==> config.mk <==
export PLATFORM = sky130hd
export DESIGN_NAME = sci_ctrl_baud
export DESIGN_NICKNAME = d
export VERILOG_FILES = /design/src/design/sci_pkg.sv /design/src/design/sci_ctrl_baud.sv
export SDC_FILE = /design/constraint.sdc
export NUM_CORES = 1
export LEC_CHECK = 0
export CELL_PAD_IN_SITES_DETAIL_PLACEMENT = 0
export CELL_PAD_IN_SITES_GLOBAL_PLACEMENT = 1
export CORE_UTILIZATION = 45
export CTS_BUF_LIST = sky130_fd_sc_hd__clkbuf_16
export CTS_CLUSTER_SIZE = 10
export DETAILED_ROUTE_END_ITERATION = 8
export DONT_BUFFER_PORTS = 1
export PLACE_DENSITY = 0.84
export SKIP_LAST_GASP = 1
export SLEW_MARGIN = 10
export SYNTH_ARGS = -nofsm -noshare
export SYNTH_HDL_FRONTEND = slang
export SYNTH_SLANG_ARGS = --single-unit
==> constraint.sdc <==
create_clock -name clock -period 9.4 [get_ports clock]
set_input_delay 0.47 -clock clock [delete_from_list [all_inputs] [get_ports clock]]
set_output_delay 0.47 -clock clock [all_outputs]
set_load 0.05 [all_outputs]
==> src/design/sci_pkg.sv <==
// Shared constants for the serial control and baud-rate block
package sci_pkg;
    // ------------------------------------------------------------
    // Register byte offsets on the AHB-Lite bus
    // ------------------------------------------------------------
    localparam logic [7:0] OFS_CTRL_A = 8'h00;
    localparam logic [7:0] OFS_CTRL_B = 8'h04;
    localparam logic [7:0] OFS_DATA = 8'h08;
    localparam logic [7:0] OFS_BAUD = 8'h0C;
    localparam logic [7:0] OFS_EXT_RX = 8'h10;
    localparam logic [7:0] OFS_EXT_TX = 8'h14;
    localparam logic [7:0] OFS_STATUS = 8'h18;
    localparam logic [7:0] OFS_LIN_CTRL = 8'h1C;

    // ------------------------------------------------------------
    // Field positions
    // ------------------------------------------------------------
    localparam int CA_RX9 = 7;
    localparam int CA_TX9 = 6;
    localparam int CA_PD = 5;
    localparam int CA_M = 4;
    localparam int CA_WAKE = 3;
    localparam int CA_PCE = 2;
    localparam int CA_PS = 1;
    localparam int CA_PIE = 0;
    localparam int CB_TIE = 7;
    localparam int CB_TX_DONE_IRQ_EN = 6;
    localparam int CB_RIE = 5;
    localparam int CB_IDLE_IRQ_EN = 4;
    localparam int CB_TE = 3;
    localparam int CB_RE = 2;
    localparam int CB_MUTE = 1;
    localparam int CB_SBK = 0;
    localparam int LC_LINE = 0;
    localparam int LC_HEADER_DETECT_SELECT = 1;
    localparam int LC_LPE = 2;

    // ------------------------------------------------------------
    // Reset values and timing counts
    // ------------------------------------------------------------
    localparam logic [7:0] RST_CTRL = 8'h00;
    localparam logic [7:0] RST_BAUD = 8'h00;
    localparam logic [7:0] RST_EXT = 8'h00;
    localparam logic [7:0] RST_STATUS = 8'hC0;
    localparam logic [3:0] OVERSAMPLE_LAST = 4'hF;
    localparam logic [3:0] START_CENTER = 4'h7;
    localparam logic [3:0] PRE_DIV_0 = 4'h1;
    localparam logic [3:0] PRE_DIV_1 = 4'h3;
    localparam logic [3:0] PRE_DIV_2 = 4'h4;
    localparam logic [3:0] PRE_DIV_3 = 4'hD;

    // ------------------------------------------------------------
    // State machines
    // ------------------------------------------------------------
    typedef enum logic [2:0] {
        TX_IDLE = 3'b001,
        TX_WAIT = 3'b010,
        TX_SEND = 3'b100
    } sci_tx_state_t;

    typedef enum logic [2:0] {
        RX_HUNT = 3'b001,
        RX_START = 3'b010,
        RX_DATA = 3'b100
    } sci_rx_state_t;
endpackage

==> src/design/sci_ctrl_baud.sv <==
// Serial interface control, data and baud-rate registers with frame engines
//
// The placing of the registers and the AHB-Lite slave port are this design's own decisions.
`timescale 1ns/1ns
`default_nettype none

module sci_ctrl_baud (
    input wire logic clock,             // Bus clock, 25 MHz
    input wire logic rst_n,             // Synchronous reset, active low
    input wire logic hsel,              // AHB slave select
    input wire logic [31:0] haddr,      // AHB address
    input wire logic [1:0] htrans,      // AHB transfer type
    input wire logic hwrite,            // AHB write strobe
    input wire logic [2:0] hsize,       // AHB size, word only
    input wire logic [31:0] hwdata,     // AHB write data
    input wire logic hready,            // AHB bus ready
    output logic hreadyout,             // AHB slave ready
    output logic hresp,                 // AHB response, always OKAY
    output logic [31:0] hrdata,         // AHB read data
    input wire logic rx_pin,            // Serial receive line
    input wire logic lin_id_parity_err, // LIN identifier parity error pulse
    output logic tx_pin,                // Serial transmit line
    output logic irq                    // Interface interrupt request
);
    // ------------------------------------------------------------
    // Bus slave
    // ------------------------------------------------------------
    logic wr_pend, rd_pend;
    logic [7:0] bus_addr;
    logic [7:0] rd_mux;
    wire acc = hsel && htrans[1] && hready;
    wire [7:0] wdat = hwdata[7:0];
    wire wr_a = wr_pend && (bus_addr == sci_pkg::OFS_CTRL_A);
    wire wr_b = wr_pend && (bus_addr == sci_pkg::OFS_CTRL_B);
    wire wr_d = wr_pend && (bus_addr == sci_pkg::OFS_DATA);
    wire rd_d = rd_pend && (bus_addr == sci_pkg::OFS_DATA);
    wire rd_s = rd_pend && (bus_addr == sci_pkg::OFS_STATUS);

    // Reads take one wait state so a write just before is always seen
    always_ff @(posedge clock) begin
        if (!rst_n) begin
            wr_pend <= 1'b0;
            rd_pend <= 1'b0;
            bus_addr <= 8'h00;
            hreadyout <= 1'b1;
            hresp <= 1'b0;
            hrdata <= 32'h0000_0000;
        end else begin
            wr_pend <= acc && hwrite;
            rd_pend <= acc && !hwrite;
            if (acc) begin
                bus_addr <= haddr[7:0];
            end
            hreadyout <= !(acc && !hwrite);
            hresp <= 1'b0;
            if (rd_pend) begin
                hrdata <= {24'h00_0000, rd_mux};
            end
        end
    end

    // ------------------------------------------------------------
    // Software registers
    // ------------------------------------------------------------
    logic [6:0] ctrl_a;
    logic [7:0] ctrl_b, baud, ext_rx, ext_tx, tx_hold, rx_hold;
    logic [2:0] lin_ctrl;
    logic rx_ninth, tbe, tcf, rxf, quiet, ovr, ferr, pfault, stat_seen;
    wire m9 = ctrl_a[sci_pkg::CA_M];
    wire parity_enable = ctrl_a[sci_pkg::CA_PCE];
    wire line = lin_ctrl[sci_pkg::LC_LINE];
    wire amk = line ? lin_ctrl[sci_pkg::LC_HEADER_DETECT_SELECT] : ctrl_a[sci_pkg::CA_WAKE];
    wire [7:0] status = {tbe, tcf, rxf, quiet, ovr, 1'b0, ferr, pfault};

    // Read selection; undecoded offsets read zero
    assign rd_mux = (bus_addr == sci_pkg::OFS_CTRL_A) ? {rx_ninth, ctrl_a} :
                    (bus_addr == sci_pkg::OFS_CTRL_B) ? ctrl_b :
                    (bus_addr == sci_pkg::OFS_DATA) ? rx_hold :
                    (bus_addr == sci_pkg::OFS_BAUD) ? baud :
                    (bus_addr == sci_pkg::OFS_EXT_RX) ? ext_rx :
                    (bus_addr == sci_pkg::OFS_EXT_TX) ? ext_tx :
                    (bus_addr == sci_pkg::OFS_STATUS) ? status :
                    (bus_addr == sci_pkg::OFS_LIN_CTRL) ? {5'h00, lin_ctrl} : 8'h00;

    // Plain configuration registers and the transmit holding register
    always_ff @(posedge clock) begin
        if (!rst_n) begin
            ctrl_a <= sci_pkg::RST_CTRL[6:0];
            baud <= sci_pkg::RST_BAUD;
            ext_rx <= sci_pkg::RST_EXT;
            ext_tx <= sci_pkg::RST_EXT;
            lin_ctrl <= 3'h0;
            tx_hold <= 8'h00;
        end else begin
            if (wr_a) ctrl_a <= wdat[6:0];
            if (wr_pend && bus_addr == sci_pkg::OFS_BAUD) baud <= wdat;
            if (wr_pend && bus_addr == sci_pkg::OFS_EXT_RX) ext_rx <= wdat;
            if (wr_pend && bus_addr == sci_pkg::OFS_EXT_TX) ext_tx <= wdat;
            if (wr_pend && bus_addr == sci_pkg::OFS_LIN_CTRL) lin_ctrl <= wdat[2:0];
            if (wr_d) tx_hold <= wdat;
        end
    end

    // ------------------------------------------------------------
    // Baud generation: prescaler, stage divider, extended divider
    // ------------------------------------------------------------
    sci_pkg::sci_tx_state_t tx_st;
    sci_pkg::sci_rx_state_t rx_st;
    logic [3:0] pre_cnt;
    logic [3:0] pre_max;
    // Power-down waits for both engines to finish their frame
    wire pd_stop = ctrl_a[sci_pkg::CA_PD] && (tx_st != sci_pkg::TX_SEND) &&
                   (rx_st == sci_pkg::RX_HUNT);
    assign pre_max = (baud[7:6] == 2'b00) ? sci_pkg::PRE_DIV_0 - 4'h1 :
                     (baud[7:6] == 2'b01) ? sci_pkg::PRE_DIV_1 - 4'h1 :
                     (baud[7:6] == 2'b10) ? sci_pkg::PRE_DIV_2 - 4'h1 :
                     sci_pkg::PRE_DIV_3 - 4'h1;
    wire pre_tick = !pd_stop && (pre_cnt == pre_max);

    // First prescaler
    always_ff @(posedge clock) begin
        if (!rst_n || pd_stop || pre_tick) pre_cnt <= 4'h0;
        else pre_cnt <= pre_cnt + 4'h1;
    end

    // Channel 0 is receive, channel 1 is transmit; each gives 16 ticks per bit
    logic [1:0] os_tick;
    genvar ch;
    generate
        for (ch = 0; ch < 2; ch++) begin : g_chan
            logic [6:0] stg_cnt;
            logic [7:0] ext_cnt;
            wire [2:0] code = (ch == 0) ? baud[2:0] : baud[5:3];
            wire [7:0] ext = (ch == 0) ? ext_rx : ext_tx;
            wire [6:0] stg_max = 7'((8'h01 << code) - 8'h01);
            wire stg_tick = pre_tick && (stg_cnt == stg_max);
            wire ext_hit = (ext == 8'h00) || (ext_cnt == ext - 8'h01);
            assign os_tick[ch] = stg_tick && ext_hit;
            always_ff @(posedge clock) begin
                if (!rst_n) stg_cnt <= 7'h00;
                else if (pre_tick) stg_cnt <= stg_tick ? 7'h00 : stg_cnt + 7'h01;
            end
            // Extended divider sits behind the conventional one
            always_ff @(posedge clock) begin
                if (!rst_n || ext == 8'h00) ext_cnt <= 8'h00;
                else if (stg_tick) ext_cnt <= ext_hit ? 8'h00 : ext_cnt + 8'h01;
            end
        end
    endgenerate
    wire rx_tick = os_tick[0];
    wire tx_tick = os_tick[1];

    // ------------------------------------------------------------
    // Transmitter
    // ------------------------------------------------------------
    logic [3:0] tx_sub, tx_left;
    logic [11:0] tx_sh;
    logic tx_data_frame, te_prev, sbk_prev, te_off_seen, pre_pend, brk_pend;
    wire te = ctrl_b[sci_pkg::CB_TE];
    wire bit_end = tx_tick && (tx_sub == sci_pkg::OVERSAMPLE_LAST);
    wire [3:0] nbits = m9 ? 4'hB : 4'hA;
    wire [8:0] d9 = {ctrl_a[sci_pkg::CA_TX9], tx_hold};
    wire gen_par = parity_enable && !line;
    wire par_bit = (m9 ? ^d9[7:0] : ^d9[6:0]) ^ ctrl_a[sci_pkg::CA_PS];
    wire [8:0] d9p = !gen_par ? d9 :
                     m9 ? {par_bit, d9[7:0]} : {d9[8], par_bit, d9[6:0]};
    wire tx_go = (tx_st == sci_pkg::TX_IDLE) && te && te_prev && !ctrl_a[sci_pkg::CA_PD];
    wire load_brk = tx_go && brk_pend;
    wire load_pre = tx_go && !brk_pend && pre_pend;
    wire load_dat = tx_go && !brk_pend && !pre_pend && !tbe;
    wire tx_last = (tx_st == sci_pkg::TX_SEND) && bit_end && (tx_left == 4'h1);

    // Frame engine; parity mode and format are frozen into the frame at load
    always_ff @(posedge clock) begin
        if (!rst_n) begin
            tx_st <= sci_pkg::TX_IDLE;
            tx_sub <= 4'h0;
            tx_left <= 4'h0;
            tx_sh <= 12'hFFF;
            tx_data_frame <= 1'b0;
        end else begin
            tx_sub <= tx_tick ? tx_sub + 4'h1 : tx_sub;
            case (tx_st)
                sci_pkg::TX_IDLE: begin
                    tx_sub <= 4'h0;
                    if (te && !te_prev) begin
                        tx_st <= sci_pkg::TX_WAIT;
                    end else if (load_brk || load_pre || load_dat) begin
                        tx_st <= sci_pkg::TX_SEND;
                        tx_left <= load_brk ? nbits + 4'h1 : nbits;
                        tx_data_frame <= load_dat;
                        tx_sh <= load_brk ? 12'(12'h001 << nbits) :
                                 load_pre ? 12'hFFF :
                                 m9 ? {2'b11, d9p, 1'b0} : {3'b111, d9p[7:0], 1'b0};
                    end
                end
                sci_pkg::TX_WAIT: begin
                    if (bit_end) tx_st <= sci_pkg::TX_IDLE;
                end
                sci_pkg::TX_SEND: begin
                    if (bit_end) begin
                        tx_sh <= {1'b1, tx_sh[11:1]};
                        tx_left <= tx_left - 4'h1;
                    end
                    if (tx_last) tx_st <= sci_pkg::TX_IDLE;
                end
                default: tx_st <= sci_pkg::TX_IDLE;
            endcase
        end
    end

    // Line driver idles high, also while powered down
    always_ff @(posedge clock) begin
        if (!rst_n) tx_pin <= 1'b1;
        else tx_pin <= (tx_st == sci_pkg::TX_SEND) ? tx_sh[0] : 1'b1;
    end

    // Preamble and break requests; a new request wins over the load that clears it
    always_ff @(posedge clock) begin
        if (!rst_n) begin
            te_prev <= 1'b0;
            sbk_prev <= 1'b0;
            te_off_seen <= 1'b0;
            pre_pend <= 1'b0;
            brk_pend <= 1'b0;
        end else begin
            te_prev <= te;
            sbk_prev <= ctrl_b[sci_pkg::CB_SBK];
            if (!te && te_prev && tx_st == sci_pkg::TX_SEND) te_off_seen <= 1'b1;
            else if (te && !te_prev) te_off_seen <= 1'b0;
            if (te && !te_prev && te_off_seen) pre_pend <= 1'b1;
            else if (load_pre) pre_pend <= 1'b0;
            if (!ctrl_b[sci_pkg::CB_SBK] && sbk_prev) brk_pend <= 1'b1;
            else if (load_brk) brk_pend <= 1'b0;
        end
    end

    // ------------------------------------------------------------
    // Receiver
    // ------------------------------------------------------------
    logic rx_s1, rx_s2, rx_s3, rx_line;
    logic [3:0] rx_sub, rx_cnt;
    logic [9:0] rx_sh;
    logic [7:0] quiet_cnt;
    logic idle_armed;
    wire mute = ctrl_b[sci_pkg::CB_MUTE];
    wire [8:0] rd9 = m9 ? rx_sh[8:0] : {1'b0, rx_sh[8:1]};
    wire rx_msb = m9 ? rd9[8] : rd9[7];
    wire rx_end = (rx_st == sci_pkg::RX_DATA) && rx_tick &&
                  (rx_sub == sci_pkg::OVERSAMPLE_LAST) && (rx_cnt == nbits - 4'h2);
    logic rx_done;
    wire addr_wake = rx_done && mute && amk && rx_msb;
    wire accept = rx_done && (!mute || addr_wake);
    wire quiet_hit = (quiet_cnt == {nbits, 4'h0});
    wire idle_evt = quiet_hit && rx_tick && idle_armed && ctrl_b[sci_pkg::CB_RE];
    wire idle_wake = idle_evt && mute && !amk;
    wire byte_perr = parity_enable && !line && (m9 ? ^rd9 : ^rd9[7:0]) != ctrl_a[sci_pkg::CA_PS];

    // Three-stage input sync; a level counts once stages two and three agree
    always_ff @(posedge clock) begin
        if (!rst_n) begin
            rx_s1 <= 1'b1;
            rx_s2 <= 1'b1;
            rx_s3 <= 1'b1;
            rx_line <= 1'b1;
        end else begin
            rx_s1 <= rx_pin;
            rx_s2 <= rx_s1;
            rx_s3 <= rx_s2;
            if (rx_s2 == rx_s3) rx_line <= rx_s3;
        end
    end

    // Start hunt, start confirm at mid-bit, then one sample per bit
    always_ff @(posedge clock) begin
        if (!rst_n) begin
            rx_st <= sci_pkg::RX_HUNT;
            rx_sub <= 4'h0;
            rx_cnt <= 4'h0;
            rx_sh <= 10'h000;
            rx_done <= 1'b0;
        end else begin
            rx_done <= rx_end;
            if (rx_tick) rx_sub <= rx_sub + 4'h1;
            case (rx_st)
                sci_pkg::RX_HUNT: begin
                    rx_sub <= 4'h0;
                    if (ctrl_b[sci_pkg::CB_RE] && !rx_line && rx_tick) begin
                        rx_st <= sci_pkg::RX_START;
                    end
                end
                sci_pkg::RX_START: begin
                    if (rx_tick && rx_sub == sci_pkg::START_CENTER) begin
                        rx_st <= rx_line ? sci_pkg::RX_HUNT : sci_pkg::RX_DATA;
                        rx_sub <= 4'h0;
                        rx_cnt <= 4'h0;
                    end
                end
                sci_pkg::RX_DATA: begin
                    if (rx_tick && rx_sub == sci_pkg::OVERSAMPLE_LAST) begin
                        rx_sh <= {rx_line, rx_sh[9:1]};
                        rx_cnt <= rx_cnt + 4'h1;
                        if (rx_end) rx_st <= sci_pkg::RX_HUNT;
                    end
                end
                default: rx_st <= sci_pkg::RX_HUNT;
            endcase
        end
    end

    // Idle detector: a frame time of high line after a received byte
    always_ff @(posedge clock) begin
        if (!rst_n || !rx_line || rx_st != sci_pkg::RX_HUNT) quiet_cnt <= 8'h00;
        else if (rx_tick && !quiet_hit) quiet_cnt <= quiet_cnt + 8'h01;
    end

    // Receive holding register is kept on overrun; the shifter is lost
    always_ff @(posedge clock) begin
        if (!rst_n) begin
            rx_hold <= 8'h00;
            rx_ninth <= 1'b0;
            idle_armed <= 1'b0;
        end else begin
            if (accept && !rxf) begin
                rx_hold <= rd9[7:0];
                rx_ninth <= m9 ? rd9[8] : rx_ninth;
            end
            if (accept && !rxf) idle_armed <= 1'b1;
            else if (idle_evt) idle_armed <= 1'b0;
        end
    end

    // ------------------------------------------------------------
    // Control register B with hardware wake clear
    // ------------------------------------------------------------
    wire mute_locked = amk && rxf;
    wire [7:0] cb_wr = {wdat[7:2], mute_locked ? mute : wdat[1], wdat[0]};
    always_ff @(posedge clock) begin
        if (!rst_n) ctrl_b <= sci_pkg::RST_CTRL;
        else if (addr_wake || idle_wake) ctrl_b <= {ctrl_b[7:2], 1'b0, ctrl_b[0]};
        else if (wr_b) ctrl_b <= cb_wr;
    end

    // ------------------------------------------------------------
    // Status flags: status read then data access clears, any data write alone clears tbe; a set wins
    // ------------------------------------------------------------
    wire clr_rx = rd_d && stat_seen;
    always_ff @(posedge clock) begin
        if (!rst_n) begin
            {tbe, tcf, rxf, quiet, ovr} <= sci_pkg::RST_STATUS[7:3];
            ferr <= 1'b0;
            pfault <= 1'b0;
            stat_seen <= 1'b0;
        end else begin
            if (rd_s) stat_seen <= 1'b1;
            else if (rd_d || wr_d) stat_seen <= 1'b0;
            tbe <= load_dat || (tbe && !wr_d);
            tcf <= (tx_last && tx_data_frame && tbe) || (tcf && !(wr_d && stat_seen));
            rxf <= (accept && !rxf) || (rxf && !clr_rx);
            ovr <= (accept && rxf) || (ovr && !clr_rx);
            quiet <= (idle_evt && !mute) || (quiet && !clr_rx);
            ferr <= (accept && !rxf && !rx_sh[9]) || (ferr && !clr_rx);
            pfault <= (accept && !rxf && byte_perr) ||
                      (parity_enable && line && lin_ctrl[sci_pkg::LC_LPE] && lin_id_parity_err) ||
                      (pfault && !clr_rx);
        end
    end

    // ------------------------------------------------------------
    // Interrupt request
    // ------------------------------------------------------------
    always_ff @(posedge clock) begin
        if (!rst_n) irq <= 1'b0;
        else irq <= (ctrl_b[sci_pkg::CB_TIE] && tbe) ||
                    (ctrl_b[sci_pkg::CB_TX_DONE_IRQ_EN] && tcf) ||
                    (ctrl_b[sci_pkg::CB_RIE] && (ovr || rxf)) ||
                    (ctrl_b[sci_pkg::CB_IDLE_IRQ_EN] && quiet) ||
                    (ctrl_a[sci_pkg::CA_PIE] && pfault);
    end
endmodule // sci_ctrl_baud

`default_nettype wire

# == Yosys cells after proc, flatten, opt, wreduce, memory -nomap -nowiden ==
# Cells that the tools add are included.
# word_totals
ff_bits,186
in_bits,76
output_inout_bits,36
word_cells,331
# op_classes
n_addsub,16
n_eq_ne,40
shifts,3
muxes,62
n_bitwise,5
n_reduce_logical,154
# ops
op,count
$logic_and 1x1->1,80
$mux 8,9
$mux 12,4
$mux 4,11
$eq 8x5->1 const B,4
$mux 3,10
$mux 9,3
$logic_or 1x1->1,26
$add 8x1->8 const B,3
$eq 8x8->1,3
$logic_not 8->1,3
$pmux 12 s2,1
$pmux 4 s2,3
$logic_not 1->1,21
$add 4x1->4 const B,5
$mux 10,2
$pmux 3 s3,2
$eq 8x4->1 const B,2
$reduce_xor 8->1,2
$sub 8x1->8 const B,2
$mux 1,15
$add 7x1->7 const B,2
$eq 7x7->1,2
$mux 7,2
31 further kinds,63

# == Depth between registers and ports, before layout ==
# Gate-level depths: netlist of run 1.
# depth
depth_word,16
depth_mapped,12
depth_no_buf,10

# == Worst setup path before layout of run 1 ==
# OpenSTA, ideal clock, no wires.
# synth_timing
kind,flip-flop to flip-flop
start,register ext_rx[0]
end,register rx_sh[2]
setup_ns,0.128
t_arrival_ns,3.113
required_time_ns,9.272
slack_ns,6.159
path_stages_with_launch,12
path_buffers,1
synth_period_minus_slack_ns,3.241
path_cell_list,dfxtp_1 -> inv_1 -> ha_1 -> xnor2_1 -> xnor2_1 -> or4_1 -> o31a_1 -> or4b_4 -> nor4_4 -> buf_6 -> mux2i_1 -> nor2_1
# synth_between
elab_chain_len,6
elab_cells_between_ends,7
classes_between,add/sub (1); eq/ne (1); reduce/logical (5)
# synth_rtl
element,line_no,source
"start, declared",sci_ctrl_baud.sv:66,"logic [7:0] ctrl_b, baud, ext_rx, ext_tx, tx_hold, rx_hold;"
"start signal, assigned",sci_ctrl_baud.sv:90,ext_rx <= sci_pkg::RST_EXT;
"start signal, assigned",sci_ctrl_baud.sv:97,if (wr_pend && bus_addr == sci_pkg::OFS_EXT_RX) ext_rx <= wdat;
$sub 8x1->8,sci_ctrl_baud.sv:137,wire ext_hit = (ext == 8'h00) || (ext_cnt == ext - 8'h01);
$eq 8x8->1,sci_ctrl_baud.sv:137,
$logic_or 1x1->1 (*),sci_ctrl_baud.sv:137,
$logic_and 1x1->1 (*),sci_ctrl_baud.sv:138,assign os_tick[ch] = stg_tick && ext_hit;
$logic_and 1x1->1 (*),sci_ctrl_baud.sv:300,if (rx_tick && rx_sub == sci_pkg::OVERSAMPLE_LAST) begin
$reduce_and 2->1 (no source line) (*),--,
"end signal, assigned",sci_ctrl_baud.sv:301,"rx_sh <= {rx_line, rx_sh[9:1]};"
"end, declared",sci_ctrl_baud.sv:243,logic [9:0] rx_sh;
# Every way passes the cells marked *; elsewhere a longest branch is shown, timed or not.
# A chain may end at the register's enable or synchronous reset.

# == Worst setup path in the final report of run 1 ==
# layout_timing
start,register ext_rx[0]
end,register rx_sh[0]
# Same word-level chain as after synthesis.

==> impl_metrics.csv, run 1 <==
group,metric,value,unit
run_status,status,"finished clean",
power_and_ir_drop,leakage,3.57,nW
grt,grt-busiest-layer,"met2",
critical_path,critical_path_required,9.69,ns
placement,dp_cells,1336,
yosys,syn_inst,1112,
clocking,h-tree-depth,4,
yosys,synth-xor-area-share,0.0761,
detailed_routing,dr.first_iter.drc_count,501,
floorplanning,initial_utilization,0.462,
yosys,synth_compound_area_frac,0.130,
cells_and_area,stdcell_count,1369,
clocking,cts_buffers,17,
grt,grt_max_degree,94,
placement,gp_congestion,0.817,
floorplanning,fp-row-count,52,
power_and_ir_drop,swShare,0.241,
grt,grt_pass1_vias,6968,
clocking,cts_resized,0,
critical_path,critPathKind,"register to register",
clocking,ctsHoldBuffers,0,
clocking,clkLatencyLatePin,0.44,ns
grt,antenna_found_initial,1,
clocking,cts_tree,"yes",
yosys,synth_edf_count,0,
yosys,synth_top_family_by_area,"simple AND/OR/NAND/NOR gates",
detailed_routing,firstDrtPassIters,5,
placement,pre_cts_ws,5.47,ns
grt,use_met2,0.346,
cells_and_area,drive_above_1_share,0.0537,
yosys,synth_top_cell_area_share,0.394,
floorplanning,die_x,147,um
power_and_ir_drop,comb_power_share,0.050,
clocking,cts_setup_buffers,0,
yosys,syn_avg_cell_area,8.49,um2
power_and_ir_drop,clockPowerShare,0.456,
cells_and_area,post-route-util,0.497,
yosys,synth_area,0.00944,mm2
timing,grt_setup_unrepaired,"no",
timing,period_minus_slack,4.00,ns
detailed_routing,vias,7562,
power_and_ir_drop,power.switching,390,uW
timing,finalSetupTns,0,ns
yosys,seq_area_frac_synth,0.394,
critical_path,arrival,4.29,ns
clocking,root_buffer,"clkbuf_16",
power_and_ir_drop,irDropWorstVdd,0.000116,V
power_and_ir_drop,power.density,160,mW/mm2
grt,globalRouteTotalUtil,0.207,
grt,grt_pass1_wl,35.8,mm
power_and_ir_drop,pwr-share-seq,0.494,
detailed_routing,ant_nets,0,
cells_and_area,final_nets,1182,
floorplanning,core-area,0.0204,mm2
timing,max_freq,0.250,GHz
yosys,synthSimpleGateAreaFrac,0.231,
yosys,synth_adder_area_share,0.0278,
floorplanning,io_pins,112,
detailed_routing,viasPerCell,5.52,
floorplanning,dieArea,0.0216,mm2
timing,fin_skew,0.0109,ns
hold_path,hp-class,"input port to register",
grt,use_met3,0.0407,
clocking,clkTransAtPathRegs,0.07,ns
critical_path,startpoint_type,"register",
clocking,clockBufferDepth,2,
timing,setup_ws,5.40,ns
critical_path,endpoint_kind,"register",
yosys,synth_mux_area_frac,0.0872,
run,drv_cap,0,
timing,final.period_utilization,0.426,
yosys,yosysWarnings,0,
placement,dp_hpwl,15.1,mm
timing,final_max_slew_viol_count,0,
placement,placed_cell_area,0.00954,mm2
grt,overflow,0,
cells_and_area,fillers,1979,
detailed_routing,wl_per_cell,16.0,um
cells_and_area,final_area,0.0101,mm2
power_and_ir_drop,internal_power,1.23,mW
yosys,ys_async_sr_fraction,0,
floorplanning,fp.dieH,147,um
yosys,synth_area_leaders,"dfxtp_1 (39%), mux2i_1 (7.5%), nor2_1 (6.6%), xnor2_1 (4.2%), nand2_1 (3.5%)",
yosys,ys_ff_latch,186,
cells_and_area,ff_latch_area,0.00372,mm2
cells_and_area,syn_to_final_growth,7.46,%
detailed_routing,drc,0,
critical_path,crit_fanout,13,
placement,port_buffers,0,
cells_and_area,multi_input_area,0.00531,mm2
detailed_routing,drt-total-wl,21.8,mm
yosys,synth_top_area_cell,"dfxtp_1",
timing,maxSlewHeadroom,0.230,
timing,finalHoldViolCount,0,
yosys,yosysUniqueCellTypes,73,
timing,worstMarginPinSlew,1.15,ns
clocking,clock-sinks,186,
timing,setup_viol,0,
yosys,ys.flop_type,"dfxtp_1",
grt,use_met1,0.274,
[power by group through the flow]
stage / sequential (mW) / combinational, mW / clock [mW]
after floorplan: 0.816 / 0.0799 / 0
after global placement: 0.818 / 0.0810 / 0
after detailed placement: 0.818 / 0.0816 / 0
after CTS: 0.800 / 0.0818 / 0.755
after global routing: 0.801 / 0.0889 / 0.784
final: 0.800 / 0.0818 / 0.739
[cell families after synthesis]
| family | count (synthesis) |
|---|---|
| AO/OA/AOI/OAI | 189 |
| XOR/XNOR | 82 |
| other | 1 |
| flip-flops | 186 |
| adder cells (fa/ha/maj) | 21 |
| buffers and inverters | 106 |
| AND/OR/NAND/NOR | 449 |
| multiplexers | 78 |
[registers in the layout, indices dropped and copies added (netlist names), 10 cells and up]
signal / flops
tx_sh: 12
g_chan.ext_cnt: 16
rx_sh: 10
g_chan.stg_cnt: 14
[through the flow]
| step | hold WS (ns) | total power [mW] |
|---|---|---|
| global placement | 0.407 | 0.899 |
| finish | 0.113 | 1.62 |
| CTS | 0.0873 | 1.64 |
| global route | 0.0798 | 1.67 |
| floorplan | 0.386 | 0.896 |
| detailed placement | 0.408 | 0.900 |
[synth_stat cells, drive strengths merged, types with 10 or more instances]
| library cell | instances |
|---|---|
| a21oi | 60 |
| nor2 | 166 |
| nand2b | 21 |
| buf | 31 |
| clkbuf | 50 |
| nor3 | 23 |
| nand2 | 87 |
| mux2i | 71 |
| nand3 | 44 |
| and2 | 10 |
| inv | 24 |
| o21ai | 40 |
| a211oi | 12 |
| dfxtp | 186 |
| or3 | 10 |
| ha | 21 |
| xor2 | 37 |
| nand4 | 24 |
| and3 | 13 |
| o211ai | 10 |
| nor2b | 11 |
| xnor2 | 45 |
[layout make-up]
type,instances,area share
Timing Repair Buffer,11,0.00814
Clock buffer,17,0.0419
Tap cell,270,0.0333
Clock inverter,15,0.0170
Inverter,25,0.00937
Antenna cell,1,0.000247
Multi-Input combinational cell,844,0.523
Sequential cell,186,0.367
[layer usage]
layer | wire, um | up-vias | share of wire
met5 | 0 | - | 0
met4 | 202 | 0 | 0.0092
met3 | 849 | 15 | 0.039
met2 | 10500 | 117 | 0.48
met1 | 10300 | 3621 | 0.47
li1 | - | 3809 | -
[layout by cell type, fill, tap and decap left out, types with 11 or more instances in the layout]
cell type	Yosys	layout
conb_1	1	25
mux2i_1	71	71
nand2b_1	21	21
ha_1	21	21
and3_1	13	13
a211oi_1	11	11
inv_1	23	24
buf_4	25	11
clkbuf_16	0	17
a21oi_1	60	60
nor2b_1	11	11
o21ai_0	38	38
nand3_1	44	44
nand2_1	87	87
nand4_1	24	24
xor2_1	37	37
xnor2_1	45	45
nor3_1	22	22
nor2_1	166	166
dfxtp_1	186	186
[worst max-delay path, cell delays in order (launching register included)]
cell	delay (ns)
dfxtp_1	0.48
inv_1	0.11
ha_1	0.23
xnor2_1	0.14
xnor2_1	0.13
or4_1	0.53
o31a_1	0.36
or4b_4	0.67
nor4_4	0.83
mux2i_1	0.30
nor2_1	0.06
[path summary, 6_finish.rpt]
path,from,endpoint,slack [ns],cells after the start
min reg2reg,rx_s1,rx_s2,0.42,1
min,rst_n,tx_st[0],0.11,1
max,ext_rx[0],rx_sh[0],5.40,10
max reg2reg,ext_rx[0],rx_sh[0],5.40,10
No activity file was read; power rests on OpenSTA's default activity.
==> run 2, diff against run 1 <==
--- a/config.mk
+++ b/config.mk
@@ -7,12 +7,12 @@
 export LEC_CHECK = 0
 export CELL_PAD_IN_SITES_DETAIL_PLACEMENT = 0
 export CELL_PAD_IN_SITES_GLOBAL_PLACEMENT = 1
-export CORE_UTILIZATION = 45
+export CORE_UTILIZATION = 44
 export CTS_BUF_LIST = sky130_fd_sc_hd__clkbuf_16
 export CTS_CLUSTER_SIZE = 10
 export DETAILED_ROUTE_END_ITERATION = 8
 export DONT_BUFFER_PORTS = 1
-export PLACE_DENSITY = 0.84
+export PLACE_DENSITY = 0.86
 export SKIP_LAST_GASP = 1
 export SLEW_MARGIN = 10
 export SYNTH_ARGS = -nofsm -noshare
==> constraint.sdc (replaced) <==
create_clock -name clock -period 3.5 [get_ports clock]
set_input_delay 0.175 -clock clock [delete_from_list [all_inputs] [get_ports clock]]
set_output_delay 0.175 -clock clock [all_outputs]
set_load 0.05 [all_outputs]
==> run 2 against run 1 <==
  * Clock power grew to 2.7 times the previous value
  * Register-to-register slack worse by 5.2 ns
  * Sequential power rose to 2.7 times the previous value
  * Worst hold slack worse by 0.033 ns
  * Flip-flop and latch count is the same
  * Maximum frequency increased by 22%
  * Cell count increased by 3.2%
  * Largest cell class unchanged
==> impl_metrics.csv, run 2 (synthesis gave the netlist of run 1 again) <==
group,metric,value,unit
run_status,status,"finished clean",
power_and_ir_drop,pwr-share-seq,0.489,
timing,max_freq,0.304,GHz
critical_path,reg2reg_slack,0.21,ns
power_and_ir_drop,internal_power,3.33,mW
placement,dp_hpwl,15.4,mm
floorplanning,die_x,148,um
detailed_routing,vias,7765,
critical_path,critPathKind,"register to register",
floorplanning,initial_utilization,0.449,
placement,dp_cells,1357,
timing,grt_setup_unrepaired,"no",
timing,final_max_slew_viol_count,0,
grt,globalRouteTotalUtil,0.210,
timing,finalHoldViolCount,0,
detailed_routing,drc,0,
timing,fin_skew,0.00913,ns
clocking,clockBufferDepth,2,
timing,period_minus_slack,3.29,ns
timing,setup_viol,0,
critical_path,path_delay_family,"simple AND/OR/NAND/NOR gates",
clocking,clock-sinks,186,
placement,gp_congestion,0.829,
power_and_ir_drop,power.density,418,mW/mm2
run,drv_cap,0,
critical_path,timing.critical_path.buf_inv,2,
critical_path,crit_slowest_cell,"or4b_4",
power_and_ir_drop,comb_power_share,0.062,
detailed_routing,drt-total-wl,22.4,mm
power_and_ir_drop,swShare,0.242,
power_and_ir_drop,clockPowerShare,0.449,
critical_path,crit_path_max_incr_delay,0.58,ns
power_and_ir_drop,leakage,3.76,nW
critical_path,startpoint_type,"register",
critical_path,endpoint_kind,"register",
power_and_ir_drop,irDropWorstVdd,0.000324,V
clocking,cts_buffers,17,
floorplanning,dieArea,0.0220,mm2
grt,grt_pass1_vias,7037,
floorplanning,fp.dieH,148,um
detailed_routing,firstDrtPassIters,5,
grt,overflow,0,
cells_and_area,stdcell_count,1413,
timing,finalSetupTns,0,ns
power_and_ir_drop,power.switching,1.06,mW
cells_and_area,largest_reg_flops,16,
cells_and_area,syn_to_final_growth,11.5,%
clocking,clkLatencyLatePin,0.43,ns
critical_path,crit_fanout,11,
floorplanning,core-area,0.0210,mm2
floorplanning,fp-row-count,53,
cells_and_area,fillers,1960,
clocking,root_buffer,"clkbuf_16",
hold_path,hp-class,"input port to register",
critical_path,critical_path_required,3.81,ns
detailed_routing,viasPerCell,5.50,
placement,port_buffers,0,
timing,hold_ws,0.0800,ns
cells_and_area,drive_above_1_share,0.0712,
cells_and_area,final_common_cell,"dfxtp_1",
cells_and_area,final_cell_mix,"dfxtp_1 (184), nor2_1 (166), nand2_1 (87)",
detailed_routing,ant_nets,0,
detailed_routing,wl_per_cell,15.9,um
critical_path,arrival,3.60,ns
grt,grt_max_degree,64,
clocking,cts_tree,"yes",
grt,antenna_found_initial,1,
cells_and_area,final_nets,1221,
critical_path,crit_top_cell,"xnor2_1",
timing,worstMarginPinSlew,1.12,ns
cells_and_area,top_regs,"g_chan.ext_cnt: 16 flops, g_chan.stg_cnt: 14 flops, tx_sh: 12 flops",
critical_path,path_cells,"inv_1 -> ha_1 -> xnor2_1 -> xnor2_1 -> or4_1 -> o31a_1 -> or4b_4 -> nor4_4 -> buf_4 -> mux2i_1 -> nor2_1",
timing,final.period_utilization,0.939,
detailed_routing,dr.first_iter.drc_count,550,
floorplanning,io_pins,112,
clocking,h-tree-depth,4,
clocking,clkTransAtPathRegs,0.07,ns
timing,maxSlewHeadroom,0.247,
grt,grt_pass1_wl,36.7,mm
cells_and_area,top_register,"g_chan.ext_cnt",
==> run 2: cell count changes in the layout (fill, tap and decap cells not counted), sizes merged <==
cell	previous run	this run
inv	27	26
buf	11	30
clkinv	7	8
dlygate4sd3	0	20
==> run 2: repair_timing <==
| action | 4_1_cts | 5_1_grt |
|---|---|---|
| gates resized for setup | 0 | 4 |
| hold buffers | 21 | 0 |
| endpoints found under the setup margin | 0 | 1 |
| buffers inserted | 0 | 1 |
| hold endpoints to repair | 97 | 0 |
==> run 2: final cells by class <==
cell class              instances  area, um2  area share
diodes                          1       2.50    0.000238
clock buffers                  17        425      0.0404
clock inverters                15        173      0.0164
inverters                      25       95.1     0.00903
multi-input cells             844       5310       0.504
flip-flops and latches        186       3730       0.354
well taps                     275        344      0.0327
repair buffers                 50        452      0.0429
==> run 2: metal layers <==
metal  wire, um  vias to the layer above  track usage
met1      10400                     3678        0.282
met5          0                        -            0
li1           -                     3889            -
met4        312                        0       0.0557
met2      10600                      168        0.339
met3       1220                       30       0.0466
==> run 2: through the flow <==
step	instance area, um2	utilization	worst slack, ns	power (mW)
detailed placement	9680	0.461	0.248	2.43
CTS	10500	0.500	0.0819	4.43
floorplan	9530	-	0.259	2.41
finish	10500	0.501	0.215	4.40
global placement	9680	0.461	0.252	2.43
global route	10500	0.501	0.0316	4.56
==> run 2: path summary, 6_finish.rpt <==
kind / depth (start not counted) / from / to
worst max-delay path: 11 / ext_rx[1] / rx_sh[8]
worst min-delay path: 3 / lin_id_parity_err / pfault
worst max register to register: 11 / ext_rx[1] / rx_sh[8]
worst min register to register: 1 / rx_s1 / rx_s2
==> run 2: worst reg2reg max path, stage by stage, from the launching register on <==
cell     delay [ns]
dfxtp_1        0.43
inv_1          0.09
ha_1           0.21
xnor2_1        0.14
xnor2_1        0.12
or4_1          0.52
o31a_1         0.35
or4b_4         0.58
nor4_4         0.21
buf_4          0.25
mux2i_1        0.21
nor2_1         0.05
==> run 2: power by group through the flow <==
| stage | combinational, mW | sequential (mW) | clock (mW) |
|---|---|---|---|
| floorplan | 0.215 | 2.19 | 0 |
| global placement | 0.230 | 2.20 | 0 |
| detailed placement | 0.233 | 2.20 | 0 |
| CTS | 0.272 | 2.15 | 2.01 |
| global route | 0.296 | 2.15 | 2.12 |
| finish | 0.273 | 2.15 | 1.98 |
==> run 3, diff against run 2 <==
--- a/config.mk
+++ b/config.mk
@@ -5,14 +5,14 @@
 export SDC_FILE = /design/constraint.sdc
 export NUM_CORES = 1
 export LEC_CHECK = 0
+export BUFFER_PORTS_ARGS = -buffer_cell sky130_fd_sc_hd__buf_2
 export CELL_PAD_IN_SITES_DETAIL_PLACEMENT = 0
 export CELL_PAD_IN_SITES_GLOBAL_PLACEMENT = 1
-export CORE_UTILIZATION = 44
+export CORE_UTILIZATION = 40
 export CTS_BUF_LIST = sky130_fd_sc_hd__clkbuf_16
 export CTS_CLUSTER_SIZE = 10
 export DETAILED_ROUTE_END_ITERATION = 8
-export DONT_BUFFER_PORTS = 1
-export PLACE_DENSITY = 0.86
+export PLACE_DENSITY = 0.73
 export SKIP_LAST_GASP = 1
 export SLEW_MARGIN = 10
 export SYNTH_ARGS = -nofsm -noshare
==> run 3 against run 2 <==
  * Clock skew increased by 0.00082 ns
  * Design area increased by 0.63%
  * Core utilization decreased by 3.8 points
  * Via count about the same
  * Critical path depth unchanged
  * Sequential share of layout area decreased by 0.25 points
  * Clock power decreased by 4%
  * Critical path type unchanged
  * Largest power group unchanged
  * Highest routed layer unchanged
==> impl_metrics.csv, run 3 (synthesis gave the netlist of run 1 again) <==
group,metric,value,unit
run_status,status,"finished clean",
power_and_ir_drop,swShare,0.258,
clocking,cts_tree,"yes",
cells_and_area,top_regs,"g_chan.ext_cnt: 16 flops, g_chan.stg_cnt: 14 flops, tx_sh: 12 flops",
clocking,h-tree-depth,4,
placement,port_buffers,34,
grt,globalRouteTotalUtil,0.198,
placement,dp_hpwl,16.2,mm
critical_path,startpoint_type,"register",
placement,dp_cells,1430,
detailed_routing,vias,7766,
detailed_routing,viasPerCell,5.28,
placement,gp_congestion,0.802,
timing,maxSlewHeadroom,0.446,
detailed_routing,wl_per_cell,15.7,um
detailed_routing,dr.first_iter.drc_count,462,
detailed_routing,drt-total-wl,23.1,mm
placement,pre_cts_ws,0.199,ns
detailed_routing,firstDrtPassIters,5,
clocking,clkTransAtPathRegs,0.07,ns
floorplanning,initial_utilization,0.412,
timing,setup_viol,0,
hold_path,holdPathStages,3,
cells_and_area,stdcell_count,1472,
critical_path,critPathKind,"register to register",
grt,grt_max_degree,62,
cells_and_area,largest_reg_flops,16,
timing,fin_skew,0.00996,ns
hold_path,hp-class,"input port to register",
cells_and_area,drive_above_1_share,0.0966,
cells_and_area,diodes,0,
critical_path,r2r-end,"rx_sh[4]",
clocking,root_buffer,"clkbuf_16",
power_and_ir_drop,leakage,3.85,nW
cells_and_area,top_register,"g_chan.ext_cnt",
critical_path,arrival,3.61,ns
clocking,cts_buffers,17,
grt,grt_pass1_wl,38.0,mm
timing,finalHoldViolCount,0,
timing,period_minus_slack,3.29,ns
cells_and_area,final_cell_mix,"dfxtp_1 (186), nor2_1 (166), nand2_1 (87)",
power_and_ir_drop,power.density,408,mW/mm2
critical_path,endpoint_kind,"register",
clocking,clkLatencyLatePin,0.44,ns
critical_path,reg2regPathDepth,11,
floorplanning,fp-row-count,55,
power_and_ir_drop,comb_power_share,0.066,
grt,overflow,0,
clocking,clock-sinks,186,
timing,worstMarginPinSlew,0.831,ns
run,drv_cap,0,
power_and_ir_drop,internal_power,3.21,mW
timing,finalSetupTns,0,ns
power_and_ir_drop,clockPowerShare,0.439,
clocking,cts_setup_buffers,0,
timing,grt_setup_unrepaired,"no",
detailed_routing,drc,0,
floorplanning,dieArea,0.0242,mm2
clocking,clockBufferDepth,2,
floorplanning,core-area,0.0229,mm2
power_and_ir_drop,irDropWorstVdd,0.000256,V
grt,antenna_found_initial,0,
floorplanning,die_x,156,um
power_and_ir_drop,power.switching,1.12,mW
timing,final.period_utilization,0.939,
floorplanning,fp.dieH,156,um
timing,setup_ws,0.213,ns
hold_path,hold_path_end,"tx_hold[7]",
power_and_ir_drop,pwr-share-seq,0.495,
critical_path,cp-startpoint,"ext_rx[1]",
grt,grt_pass1_vias,7140,
critical_path,r2r_start,"ext_rx[1]",
cells_and_area,final_nets,1243,
cells_and_area,final_common_cell,"dfxtp_1",
critical_path,critical_path_required,3.82,ns
cells_and_area,syn_to_final_growth,12.2,%
floorplanning,io_pins,112,
critical_path,crit_fanout,11,
critical_path,reg2reg_slack,0.21,ns
timing,final_max_slew_viol_count,0,
hold_path,hp-start,"hwdata[7]",
detailed_routing,ant_nets,0,
timing,max_freq,0.304,GHz
[run 3: what timing repair did]
action	in CTS	in global routing
gates resized for setup	0	2
setup endpoints to repair	0	5
hold endpoints to repair	12	0
hold buffers	10	0
[run 3: critical path: stages, from the launching register on]
cell     delay [ns]
dfxtp_1        0.43
inv_1          0.09
ha_1           0.21
xnor2_1        0.14
xnor2_1        0.13
or4_1          0.52
o31a_1         0.36
or4b_4         0.58
nor4_4         0.23
buf_6          0.21
mux2i_1        0.21
nor2_1         0.06
[run 3: through the flow]
stage / util / instance area [um2] / hold slack (ns) / total power [mW]
final: 0.462 / 10600 / 0.0738 / 4.33
after global routing: 0.462 / 10600 / 0.0777 / 4.50
after CTS: 0.462 / 10600 / 0.0623 / 4.38
after detailed placement: 0.433 / 9920 / 0.362 / 2.47
after global placement: 0.433 / 9920 / 0.368 / 2.47
after floorplan: - / 9530 / 0.267 / 2.41
[run 3: area by class of cell]
type,count,area (um2)
Multi-Input combinational cell,844,5310
Fill cell,2266,12300
Sequential cell,186,3720
Clock buffer,17,425
Tap cell,313,392
Timing Repair Buffer,72,509
Inverter,25,95.1
Clock inverter,15,143
[run 3: worst max-delay path by stage]
stage	endpoint	slack [ns]	cells after the start
after floorplan	rx_sh[7]	0.26	11
after global placement	rx_sh[7]	0.26	11
after detailed placement	rx_sh[7]	0.20	11
after CTS	rx_sh[6]	0.17	11
after global routing	rx_sh[7]	0.0009	11
final	rx_sh[4]	0.21	11
[run 3: power groups by stage]
stage / Sequential (mW) / Combinational [mW] / Clock (mW)
after floorplan: 2.19 / 0.215 / 0
after global placement: 2.19 / 0.276 / 0
after detailed placement: 2.19 / 0.277 / 0
after CTS: 2.14 / 0.286 / 1.95
after global routing: 2.14 / 0.313 / 2.05
final: 2.14 / 0.287 / 1.90
[run 3: per-layer routing]
| layer | part of all wire | up-vias | GRT usage |
|---|---|---|---|
| met5 | 0 | - | 0 |
| met4 | 0.016 | 0 | 0.0570 |
| met3 | 0.035 | 19 | 0.0350 |
| met2 | 0.46 | 121 | 0.319 |
| met1 | 0.49 | 3689 | 0.270 |
| li1 | - | 3937 | - |
